**config.mk**
```make
export PLATFORM = sky130hd
export DESIGN_NAME = ldr_ram_map
export DESIGN_NICKNAME = d
export VERILOG_FILES = /design/src/include/ldr_pkg.sv /design/src/hdl/ldr_ram_map.sv
export SDC_FILE = /design/constraint.sdc
export NUM_CORES = 2
export LEC_CHECK = 0
export ABC_AREA = 1
export BUFFER_PORTS_ARGS = -buffer_cell sky130_fd_sc_hd__clkbuf_2
export CAP_MARGIN = 20
export CELL_PAD_IN_SITES_DETAIL_PLACEMENT = 1
export CELL_PAD_IN_SITES_GLOBAL_PLACEMENT = 2
export CORE_ASPECT_RATIO = 0.9
export CORE_UTILIZATION = 40
export CTS_BUF_LIST = sky130_fd_sc_hd__clkbuf_8
export DETAILED_ROUTE_END_ITERATION = 7
export PLACE_DENSITY_LB_ADDON = 0.08
export SLEW_MARGIN = 20
export SYNTH_ARGS = -nofsm -noshare
export SYNTH_HDL_FRONTEND = slang
export SYNTH_SLANG_ARGS = --single-unit
```
**constraint.sdc**
```tcl
create_clock -name clk -period 3.7 [get_ports clk]
set_input_delay 0.555 -clock clk [delete_from_list [all_inputs] [get_ports clk]]
set_output_delay 0.555 -clock clk [all_outputs]
set_load 0.01 [all_outputs]
```
**src/include/ldr_pkg.sv**
```systemverilog
// Package: display memory address map constants and carrier types
package ldr_pkg;
   // ----------------------------------------
   // Matrix and memory modes
   // ----------------------------------------
   typedef enum logic [1:0] {
      LDR_TYPE_9X10 = 2'h0,
      LDR_TYPE_12X12 = 2'h1,
      LDR_TYPE_16X16 = 2'h2
   } ldr_matrix_e;

   // Host command codes
   localparam logic [7:0] LDR_CMD_WR_FADE = 8'h82;

   // Last address of each layout before the pointer wraps
   localparam logic [7:0] LDR_BIN_LAST_9X10 = 8'h1D;
   localparam logic [7:0] LDR_BIN_LAST_12X12 = 8'h11;
   localparam logic [7:0] LDR_BIN_LAST_16X16 = 8'h1F;
   localparam logic [7:0] LDR_GRAY_LAST_9X10 = 8'hB3;
   localparam logic [7:0] LDR_GRAY_LAST_12X12 = 8'hBB;
   localparam logic [7:0] LDR_GRAY_LAST_16X16 = 8'hFF;
   localparam logic [7:0] LDR_FADE_LAST = 8'h7F;

   // Memory sizes
   localparam int LDR_BIN_DEPTH = 32;
   localparam int LDR_GRAY_DEPTH = 256;
   localparam int LDR_FADE_DEPTH = 128;
   localparam int LDR_DOTS_9X10 = 18;
   localparam logic [7:0] LDR_ZERO_ADDR = 8'h00;

   // Host write stream
   typedef struct packed {
      logic set_ptr;
      logic wr_fade_cmd;
      logic wr_data;
      logic [7:0] data;
   } ldr_host_s;

   // Dot lookup from the scanner
   typedef struct packed {
      logic [3:0] common;
      logic [4:0] dot;
   } ldr_dot_s;
endpackage

```
**src/hdl/ldr_ram_map.sv**
```systemverilog
// Display memory, fade memory and address pointer of the matrix driver
//
// Function
// - Binary mode: one bit per LED, one lights the dot, zero darkens it.
// - Host sets pointer first; each data byte lands at pointer, single or burst.
// - 9x10 binary: three bytes per common, wrap after 1Dh.
// - 12x12 binary: two commons share three bytes, wrap after 11h.
// - 16x16 binary: two bytes per common, wrap after 1Fh.
// - Gray mode: one intensity byte per dot, 256 bytes.
// - 9x10 gray: 18 consecutive bytes per common, wrap after B3h.
// - 12x12 gray: address 16(n-1)+(k-1), wrap after BBh.
// - 16x16 gray: address 16(n-1)+(k-1), wrap after FFh.
// - Separate 128-byte fade memory written after the 82h command.
`timescale 1ns/100ps
module ldr_ram_map (
   // Clock and reset
   input wire logic clk,
   input wire logic srst,
   // Configuration
   input wire ldr_pkg::ldr_matrix_e matrix_type,
   input wire logic gray_mode,
   // Host write stream
   input wire ldr_pkg::ldr_host_s host,
   // Scanner lookup
   input wire ldr_pkg::ldr_dot_s scan,
   // Outputs
   output logic [7:0] ptr,
   output logic fade_sel,
   output logic [7:0] dot_level,
   output logic [7:0] dot_fade
);
   // ----------------------------------------
   // Storage; the memories are not cleared by reset
   // ----------------------------------------
   logic [7:0] bin_mem [ldr_pkg::LDR_BIN_DEPTH];
   logic [7:0] gray_mem [ldr_pkg::LDR_GRAY_DEPTH];
   logic [7:0] fade_mem [ldr_pkg::LDR_FADE_DEPTH];
   logic [7:0] ptr_r, ptr_nxt;
   logic fade_r, fade_nxt;
   logic [7:0] level_r, level_nxt;
   logic [7:0] fade_out_r, fade_out_nxt;

   // Last address for the active layout
   function automatic logic [7:0] last_addr(input ldr_pkg::ldr_matrix_e t, input logic g,
                                            input logic f);
      logic [7:0] a;
      a = ldr_pkg::LDR_BIN_LAST_16X16;
      if (f) begin
         a = ldr_pkg::LDR_FADE_LAST;
      end else begin
         case (t)
            ldr_pkg::LDR_TYPE_9X10: begin
               a = g ? ldr_pkg::LDR_GRAY_LAST_9X10 : ldr_pkg::LDR_BIN_LAST_9X10;
            end
            ldr_pkg::LDR_TYPE_12X12: begin
               a = g ? ldr_pkg::LDR_GRAY_LAST_12X12 : ldr_pkg::LDR_BIN_LAST_12X12;
            end
            default: begin
               a = g ? ldr_pkg::LDR_GRAY_LAST_16X16 : ldr_pkg::LDR_BIN_LAST_16X16;
            end
         endcase
      end
      return a;
   endfunction

   // ----------------------------------------
   // Pointer and target select
   // ----------------------------------------
   // Pointer steps on each data byte and wraps at the layout end
   always_comb begin
      ptr_nxt = ptr_r;
      fade_nxt = fade_r;
      if (host.set_ptr) begin
         ptr_nxt = host.data;
         fade_nxt = 1'b0;
      end else if (host.wr_fade_cmd) begin
         fade_nxt = 1'b1;
      end else if (host.wr_data) begin
         if (ptr_r >= last_addr(matrix_type, gray_mode, fade_r)) begin
            ptr_nxt = ldr_pkg::LDR_ZERO_ADDR;
         end else begin
            ptr_nxt = ptr_r + 8'h01;
         end
      end
   end

   always_ff @(posedge clk) begin
      if (srst) begin
         ptr_r <= 8'h00;
         fade_r <= 1'b0;
      end else begin
         ptr_r <= ptr_nxt;
         fade_r <= fade_nxt;
      end
   end

   // Memory writes land at the current pointer; no reset by design
   always_ff @(posedge clk) begin
      if (host.wr_data && !host.set_ptr && !host.wr_fade_cmd) begin
         if (fade_r) begin
            fade_mem[ptr_r[6:0]] <= host.data;
         end else if (gray_mode) begin
            gray_mem[ptr_r] <= host.data;
         end else begin
            bin_mem[ptr_r[4:0]] <= host.data;
         end
      end
   end

   // ----------------------------------------
   // Dot lookup for the scanner
   // ----------------------------------------
   // Decode common and dot to address and bit; out-of-layout dots read dark
   always_comb begin
      logic [7:0] addr;
      logic [7:0] byte_v;
      logic [2:0] bitn;
      logic valid;
      logic [3:0] pair;
      addr = 8'h00;
      byte_v = 8'h00;
      bitn = 3'h0;
      valid = 1'b0;
      pair = 4'h0;
      case (matrix_type)
         ldr_pkg::LDR_TYPE_9X10: begin
            valid = (scan.common < 4'd10) && (scan.dot < 5'd18);
            if (gray_mode) begin
               addr = 8'(scan.common * 8'd18 + 8'(scan.dot));
            end else begin
               addr = 8'(scan.common * 8'd3 + 8'(scan.dot[4:3]));
               bitn = scan.dot[2:0];
            end
         end
         ldr_pkg::LDR_TYPE_12X12: begin
            valid = (scan.common < 4'd12) && (scan.dot < 5'd12);
            pair = {1'b0, scan.common[3:1]};
            if (gray_mode) begin
               addr = {scan.common, scan.dot[3:0]};
            end else if (!scan.common[0]) begin
               addr = 8'(pair * 8'd3 + (scan.dot >= 5'd8 ? 8'd1 : 8'd0));
               bitn = scan.dot[2:0];
            end else begin
               addr = 8'(pair * 8'd3 + (scan.dot >= 5'd4 ? 8'd2 : 8'd1));
               bitn = scan.dot >= 5'd4 ? 3'(scan.dot - 5'd4) : 3'(scan.dot + 5'd4);
            end
         end
         default: begin
            valid = (scan.dot < 5'd16);
            if (gray_mode) begin
               addr = {scan.common, scan.dot[3:0]};
            end else begin
               addr = {3'h0, scan.common, scan.dot[3]};
               bitn = scan.dot[2:0];
            end
         end
      endcase
      if (gray_mode) begin
         byte_v = gray_mem[addr];
         level_nxt = valid ? byte_v : 8'h00;
      end else begin
         byte_v = bin_mem[addr[4:0]];
         level_nxt = (valid && byte_v[bitn]) ? 8'hFF : 8'h00;
      end
      fade_out_nxt = (valid && gray_mode) ? fade_mem[addr[6:0]] : 8'h00;
   end

   always_ff @(posedge clk) begin
      if (srst) begin
         level_r <= 8'h00;
         fade_out_r <= 8'h00;
      end else begin
         level_r <= level_nxt;
         fade_out_r <= fade_out_nxt;
      end
   end

   assign ptr = ptr_r;
   assign fade_sel = fade_r;
   assign dot_level = level_r;
   assign dot_fade = fade_out_r;

   // ----------------------------------------
   // Assertions
   // ----------------------------------------
   property p_set_ptr;
      @(posedge clk) disable iff (srst) host.set_ptr |=> (ptr == $past(host.data));
   endproperty
   a_set_ptr: assert property (p_set_ptr) else $error("pointer not loaded");

   property p_inc;
      @(posedge clk) disable iff (srst)
         (host.wr_data && !host.set_ptr && !host.wr_fade_cmd
          && ptr < last_addr(matrix_type, gray_mode, fade_sel)) |=> ptr == $past(ptr) + 8'h01;
   endproperty
   a_inc: assert property (p_inc) else $error("pointer did not step");

   property p_wrap;
      @(posedge clk) disable iff (srst)
         (host.wr_data && !host.set_ptr && !host.wr_fade_cmd
          && ptr >= last_addr(matrix_type, gray_mode, fade_sel)) |=> ptr == 8'h00;
   endproperty
   a_wrap: assert property (p_wrap) else $error("pointer did not wrap");

   property p_wrap16;
      @(posedge clk) disable iff (srst)
         (host.wr_data && !host.set_ptr && !host.wr_fade_cmd && !fade_sel && gray_mode
          && matrix_type == ldr_pkg::LDR_TYPE_16X16 && ptr == 8'hFF) |=> ptr == 8'h00;
   endproperty
   a_wrap16: assert property (p_wrap16) else $error("gray 16x16 wrap wrong");

   property p_fade_cmd;
      @(posedge clk) disable iff (srst)
         (host.wr_fade_cmd && !host.set_ptr) |=> fade_sel;
   endproperty
   a_fade_cmd: assert property (p_fade_cmd) else $error("fade select missing");

   property p_invalid_dark;
      @(posedge clk) disable iff (srst)
         (matrix_type == ldr_pkg::LDR_TYPE_12X12 && scan.dot >= 5'd12) |=> dot_level == 8'h00;
   endproperty
   a_invalid_dark: assert property (p_invalid_dark) else $error("phantom dot lit");

   property p_bin_level;
      @(posedge clk) disable iff (srst) !gray_mode |=> (dot_level == 8'h00 || dot_level == 8'hFF);
   endproperty
   a_bin_level: assert property (p_bin_level) else $error("binary level not on/off");

   property p_bin_fade;
      @(posedge clk) disable iff (srst) !gray_mode |=> dot_fade == 8'h00;
   endproperty
   a_bin_fade: assert property (p_bin_fade) else $error("fade used in binary");

   c_burst: cover property (@(posedge clk) host.set_ptr ##1 host.wr_data [*3]);
   c_wrap: cover property (@(posedge clk) host.wr_data && ptr == 8'h1D ##1 ptr == 8'h00);
   c_fade: cover property (@(posedge clk) host.wr_fade_cmd ##1 host.wr_data);
endmodule

```
* Word level (Yosys, flattened, before mapping)
Memory sizes are Yosys's and may differ from the RTL's. A register that Yosys moved wholly into a read port is not among the register bits.
Index checks and enable logic that the tools add are counted.
** Operators by class
- Equal/unequal tests :: 2
- $add $sub $neg :: 7
- Multiplexer cells :: 41
- $mul :: 3
- Reductions and logical operators :: 13
- Bitwise gates (word level) :: 1
- Order comparisons :: 9
** Operator list (number)
- $mux 8 :: 17
- $pmux 8 s2 :: 2
- $mux 3 :: 5
- $mux 1 :: 13
- $lt 5x5->1 const B :: 2
- $add 8x1->8 const B :: 1
- $add 8x5->8 :: 1
- $ge 8x8->1 :: 1
- $lt 4x4->1 const B :: 2
- $add 6x2->7 :: 1
- $mul 4x4->7 const B :: 1
- $add 5x1->6 :: 1
- $add 5x2->6 :: 1
- $logic_and 1x1->1 :: 6
- $mul 4x2->6 const B :: 1
- $mux 6 :: 1
- $ge 5x3->1 const B :: 1
- $ge 5x4->1 const B :: 1
- $lt 5x4->1 const B :: 1
- $mul 3x2->5 const B :: 1
- $lt 3x4->1 const B :: 1
- $reduce_or 2->1 :: 2
- $add 3x3->3 const B :: 1
- $bmux 1 s3 :: 1
- 10 further kinds :: 11
** Word-level totals
- Memories :: 3
- Output and inout port bits :: 25
- Logic and storage cells :: 82
- RAM bits :: 3328
- Input port bits :: 25
- Register bits :: 17
** Memories
- gray_mem :: depth 256, bits a word 8, rd ports 1, clocked after memory_dff 0, wr ports 1, line ldr_ram_map.sv:36 : logic [7:0] gray_mem [ldr_pkg::LDR_GRAY_DEPTH];
- fade_mem :: depth 128, bits a word 8, rd ports 1, clocked after memory_dff 1, wr ports 1, line ldr_ram_map.sv:37 : logic [7:0] fade_mem [ldr_pkg::LDR_FADE_DEPTH];
- bin_mem :: depth 32, bits a word 8, rd ports 1, clocked after memory_dff 0, wr ports 1, line ldr_ram_map.sv:35 : logic [7:0] bin_mem [ldr_pkg::LDR_BIN_DEPTH];

* Depth between registers and ports, before layout
An unclocked memory read counts as a cell.
- Word-level depth :: 12
- Gate-level depth with buffers :: 24
- Depth with buffers taken out :: 22

* Worst setup path after synthesis
Ideal clock, no wire load.
- Path type :: input to register
- Start point :: input scan[4] in the netlist's numbering
- End point :: register level_r[2] (netlist: dot_level[2])
- Stages on the path :: 20
- Path slack :: 0.237 ns
- Path buffers :: 3
- Arrival :: 3.340 ns
- Required time :: 3.577 ns
- Path through :: fa_1 -> ha_1 -> inv_1 -> fa_1 -> inv_1 -> a21oi_1 -> nand3_1 -> o21ai_1 -> buf_4 -> buf_2 -> buf_1 -> nand2_1 -> nand3_1 -> nand3_1 -> nand3_1 -> nand3_1 -> nand3_1 -> nand2_1 -> nand2_1 -> nand2_1
** On the way
- Cells in the longest elaborated chain, start to end :: 12
** Ends and longest elaborated chain
- from (decl) :: line ldr_ram_map.sv:25 : input wire ldr_pkg::ldr_dot_s scan,
- $ge 5x4->1 / $ge 5x3->1 (equally long branches) :: line ldr_ram_map.sv:141, ldr_ram_map.sv:144, ldr_ram_map.sv:145
- $mux 1 / $mux 2 (equally long branches) :: line ldr_ram_map.sv:141, ldr_ram_map.sv:144
- $add 5x1->6 / $add 5x2->6 (equally long branches) :: line ldr_ram_map.sv:141, ldr_ram_map.sv:144
- $mux 6 :: line ldr_ram_map.sv:140 : end else if (!scan.common[0]) begin
- $mux 8 :: line ldr_ram_map.sv:138 : if (gray_mode) begin
- $pmux 8 s2 :: line ldr_ram_map.sv:125 : case (matrix_type)
- $mem_v2 32x8
- $bmux 1 s3 :: line ldr_ram_map.sv:163 : level_nxt = (valid && byte_v[bitn]) ? 8'hFF : 8'h00;
- $mux 1 (implied by the code) :: line ldr_ram_map.sv:163
- $logic_and 1x1->1 :: line ldr_ram_map.sv:163
- $mux 8 :: line ldr_ram_map.sv:163
- $mux 8 * :: line ldr_ram_map.sv:158 : if (gray_mode) begin
- to (signal assigned) :: line ldr_ram_map.sv:173 : level_r <= level_nxt;
- to (decl) :: line ldr_ram_map.sv:40 : logic [7:0] level_r, level_nxt;
Every way passes the cells marked *; elsewhere a longest branch is shown, timed or not. The select of a mux whose other input is x is not followed.
A chain may end at the register's enable or synchronous reset.

* Final worst setup path
- Start point :: input scan[4] in the netlist's numbering
- End point :: register fade_out_r[2] (netlist: dot_fade[2]), read port of fade_mem
** On the way
- Cells in the longest elaborated chain, start to end :: 6
** Ends and longest elaborated chain
- $ge 5x4->1 (tied with other cells) :: line ldr_ram_map.sv:141 : addr = 8'(pair * 8'd3 + (scan.dot >= 5'd8 ? 8'd1 : 8'd0));
- $mux 1 (tied with other cells) :: line ldr_ram_map.sv:141
- $add 5x1->6 (tied with other cells) :: line ldr_ram_map.sv:141
- $mux 6 / $logic_and 1x1->1 (equally long branches) :: line ldr_ram_map.sv:140, ldr_ram_map.sv:165
- $mux 8 / $not 1->1 (equally long branches)
- $pmux 8 s2 / $reduce_or 2->1 (equally long branches)
- to (decl) :: line ldr_ram_map.sv:41 : logic [7:0] fade_out_r, fade_out_nxt;
Parallel ways exist; a longest one is shown, timed or not.

==> run_results.csv <==
group,metric,value,unit
global_route,grt_max_degree,107,
timing,worst-slew-pin-transition,1.12,ns
finish,final_cell_area,170000,sq um
finish,fillers,38628,
power_and_ir_drop,p_leak,66.6,nW
synth,synth-edff-count,3328,
route,drtIter0Drc,9802,
timing,holdWs,0.109,ns
synth,synth_area,146000,sq um
synth,synth_cells,13147,
setup_path,setup.worst_path.end_class,"flip-flop",
setup_path,rr_startpoint,"ptr[3]$_SDFFE_PP0P_",
finish,multi_input_area,33300,sq um
die,pin_count,50,
clocking,cts_buffers,585,
worst_hold_path,min_to,"ptr[6]$_SDFFE_PP0P_",
global_route,grt_pass1_wl,741000,um
timing,finClkSkew,0.0347,ns
power_and_ir_drop,power.density,502,nW/um^2
place,hpwl,323000,um
power_and_ir_drop,vdd_ir_drop_max,410,uV
finish,finalNonFillerCells,19217,
global_route,grt_overflow,0,
route,post_drt_wl_per_cell,26.4,um
synth,synth_fp_nets,13205,
worst_hold_path,min-delay-start,"host[9]",
timing,final_max_slew_viol_count,0,
setup_path,timing.rr.end,"gray_mem[235][3]$_DFFE_PP_",
finish,nets,13977,
setup_path,rrSetupSlack,0.56,ns
die,start_util,0.403,
route,first_pass_iters,5,
timing,max_freq,273,MHz
setup_path,worstSetupPathType,"in2reg",
route,drc,0,
die,die_width,638,um
synth,async_reset_ff_frac,0,
worst_hold_path,hold_depth,7,
clocking,cts_buffer_depth,4,
setup_path,start_kind,"primary input",
synth,ys_warn_count,0,
power_and_ir_drop,power,85.5,mW
die,core-area,361000,sq um
place,place_area,160000,sq um
route,ant_nets,0,
timing,slew_headroom,0.251,
clocking,cts.sinks,3353,
clocking,worstSkewPairLatency,1.20,ns
place,port-buffer-count,49,
timing,fin_crit,3.67,ns
synth,seq_area_frac_synth,0.689,
setup_path,critical_path.max_fanout,31,
setup_path,crit_arrival,4.78,ns
worst_hold_path,hp-class,"in2reg",
run_status,status,"finished, final reports clean",
die,die_area,367000,sq um
die,rows,209,
route,post_drt_via_cell_ratio,5.50,
synth,ys.flop_type,"edfxtp_1",
global_route,grt_use_total,0.271,
place,place_congestion,0.864,
place,dp_cells,18168,
clocking,cts_root_buf,"clkbuf_8",
die,fp.dieH,575,um
finish,layout.area.seq,100000,sq um
route,wirelength,507000,um
timing,finalHoldViolCount,0,
finish,area.growth.synth_to_final,16.9,%
global_route,antenna_found_initial,31,
timing,fin_crit_sh,0.991,
finish,drive_above_1_share,0.134,
synth,syn_avg_cell_area,11.1,sq um
flow_run,cap_violations,0,
setup_path,crit_required,4.81,ns
global_route,grt_pass1_vias,108437,
clocking,clk_pin_slew,0.07,ns
timing,final-setup-viol-count,0,
clocking,cts_tree,"yes",
synth,ys_types,40,
route,vias,105634,
synth,synth_seq_cells,3353,
clocking,cts_htree_levels,6,
setup_path,worst_r2r_path_depth,5,
synth_stat cells, types with 2 or more instances:
library cell,number,area [sq um]
buf_2,341,1710
a21oi_1,533,2670
a211oi_1,2,15.0
ha_1,28,350
clkbuf_1,497,1870
nand4_1,842,5270
buf_1,107,402
clkbuf_2,4,20.0
nor2_4,2,22.5
fa_1,5,100
o21ai_0,602,3010
xnor2_1,3,26.3
o21a_1,2,15.0
inv_2,6,22.5
o211ai_1,328,2460
nor3_1,15,75.1
o21ai_1,164,821
edfxtp_1,3328,99900
buf_4,14,105
inv_1,2190,8220
nand3_1,2127,10600
nand2_1,1496,5620
clkinv_1,3,11.3
a31oi_1,13,81.3
nor2_1,449,1690
dfxtp_1,25,500
nand2_2,4,25.0
xor2_1,5,43.8
registers in the layout, summed over array words and instances, names as in the netlist:
signal     cells
ptr            8
fade_sel       1
gray_mem    2048
dot_level      8
fade_mem    1024
dot_fade       8
bin_mem      256
cells in the final DEF, fill, tap and decap left out, types with 3 or more instances in the layout:
master         netlist  final
diode_2              0      3
ha_1                28     28
nand2_8              0      4
clkinv_1             3    125
nand2_1           1496   1479
xnor2_1              3      3
nor3_1              15     15
buf_6                1      6
nand3_4              0      3
buf_8                0      9
inv_8                0      4
clkinvlp_4           0     16
nand4_1            842    842
fa_1                 5      5
buf_4               14    832
bufinv_16            0     11
xor2_1               5      5
o211ai_1           328    328
inv_2                6      6
edfxtp_1          3328   3328
clkinv_2             0     67
nor2_1             449    448
nand2_2              4     13
dfxtp_1             25     25
a21oi_1            533    532
nand3_2              0     14
clkbuf_2             4     41
o21ai_1            164    165
nand3_1           2127   2110
a31oi_1             13     11
inv_6                0      7
buf_12               0    244
dlygate4sd3_1        0     14
inv_1             2190   2370
nand2_4              0      4
o21ai_0            602    600
clkbuf_8             0    621
metrics by stage:
stage                     worst slack, ns  setup TNS [ns]  utilization
final                              0.0346               0        0.472
after global routing             -0.00229        -0.00340        0.472
after CTS                          0.0221               0        0.471
after detailed placement            -1.34          -19.01        0.441
after global placement              -1.40          -19.87        0.441
after floorplan                     0.237               0            -
kinds of logic after synthesis:
group | Yosys count | synth area share
DFF | 3353 | 0.689
buffers and inverters | 3163 | 0.0848
and+or+nand+nor | 4939 | 0.160
adders and majority gates | 33 | 0.00309
xor gates and xnor gates | 8 | 0.000481
AOI/OAI and AO/OA | 1651 | 0.0626
final cells by class:
class | count | area share
repair buffers | 1149 | 0.0690
inverters | 2199 | 0.0486
diodes | 3 | 0.0000440
multi-input cells | 6631 | 0.195
clock buffers | 621 | 0.0502
clock inverters | 408 | 0.0119
well taps | 4853 | 0.0356
flip-flops and latches | 3353 | 0.589
critical path, cell delays in order:
cell and delay [ns]:
clkbuf_2 0.14, fa_1 0.61, ha_1 0.20, inv_1 0.07
fa_1 0.49, inv_1 0.08, a21oi_1 0.08, buf_4 0.19
a31oi_4 0.30, buf_6 0.23, buf_4 0.19, buf_12 0.23
buf_12 0.24, o21ai_0 0.18, nand3_1 0.23, nand3_1 0.10
nand3_1 0.14, nand3_2 0.24, a21oi_1 0.22
routing by layer:
layer  routed length [um]  GRT usage
met1               230000      0.389
met2               234000      0.432
met3                28500     0.0352
met4                14300     0.0798
met5                  113          0
how the worst max path moves through the flow:
stage               slack (ns)  depth (start not counted)    start                      end
finish                    0.03                         19  scan[4]   dot_fade[2]$_SDFF_PP0_
detailed placement       -1.34                         22  scan[4]   dot_fade[0]$_SDFF_PP0_
CTS                       0.02                         19  scan[4]   dot_fade[4]$_SDFF_PP0_
floorplan                 0.24                         20  scan[4]  dot_level[2]$_SDFF_PP0_
global placement         -1.40                         19  scan[4]   dot_fade[2]$_SDFF_PP0_
global route            -0.002                         19  scan[4]   dot_fade[2]$_SDFF_PP0_
what timing repair did:
| action | 4_1_cts | 5_1_grt |
|---|---|---|
| buffers inserted | 0 | 2 |
| pin swaps | 0 | 2 |
| endpoints found under the hold margin | 462 | 0 |
| endpoints found under the setup margin | 2 | 15 |
| gates cloned | 0 | 1 |
| hold buffers | 14 | 0 |
| resized for setup | 3 | 30 |
where the power goes:
group / internal [mW] / switching (mW) / total [mW]
Clock: 16.2 / 15.7 / 31.9
Combinational: 3.62 / 8.21 / 11.8
Sequential: 41.8 / 0.0387 / 41.8
Total: 61.6 / 23.9 / 85.5
Note: power is estimated with default switching activity, not from simulation.
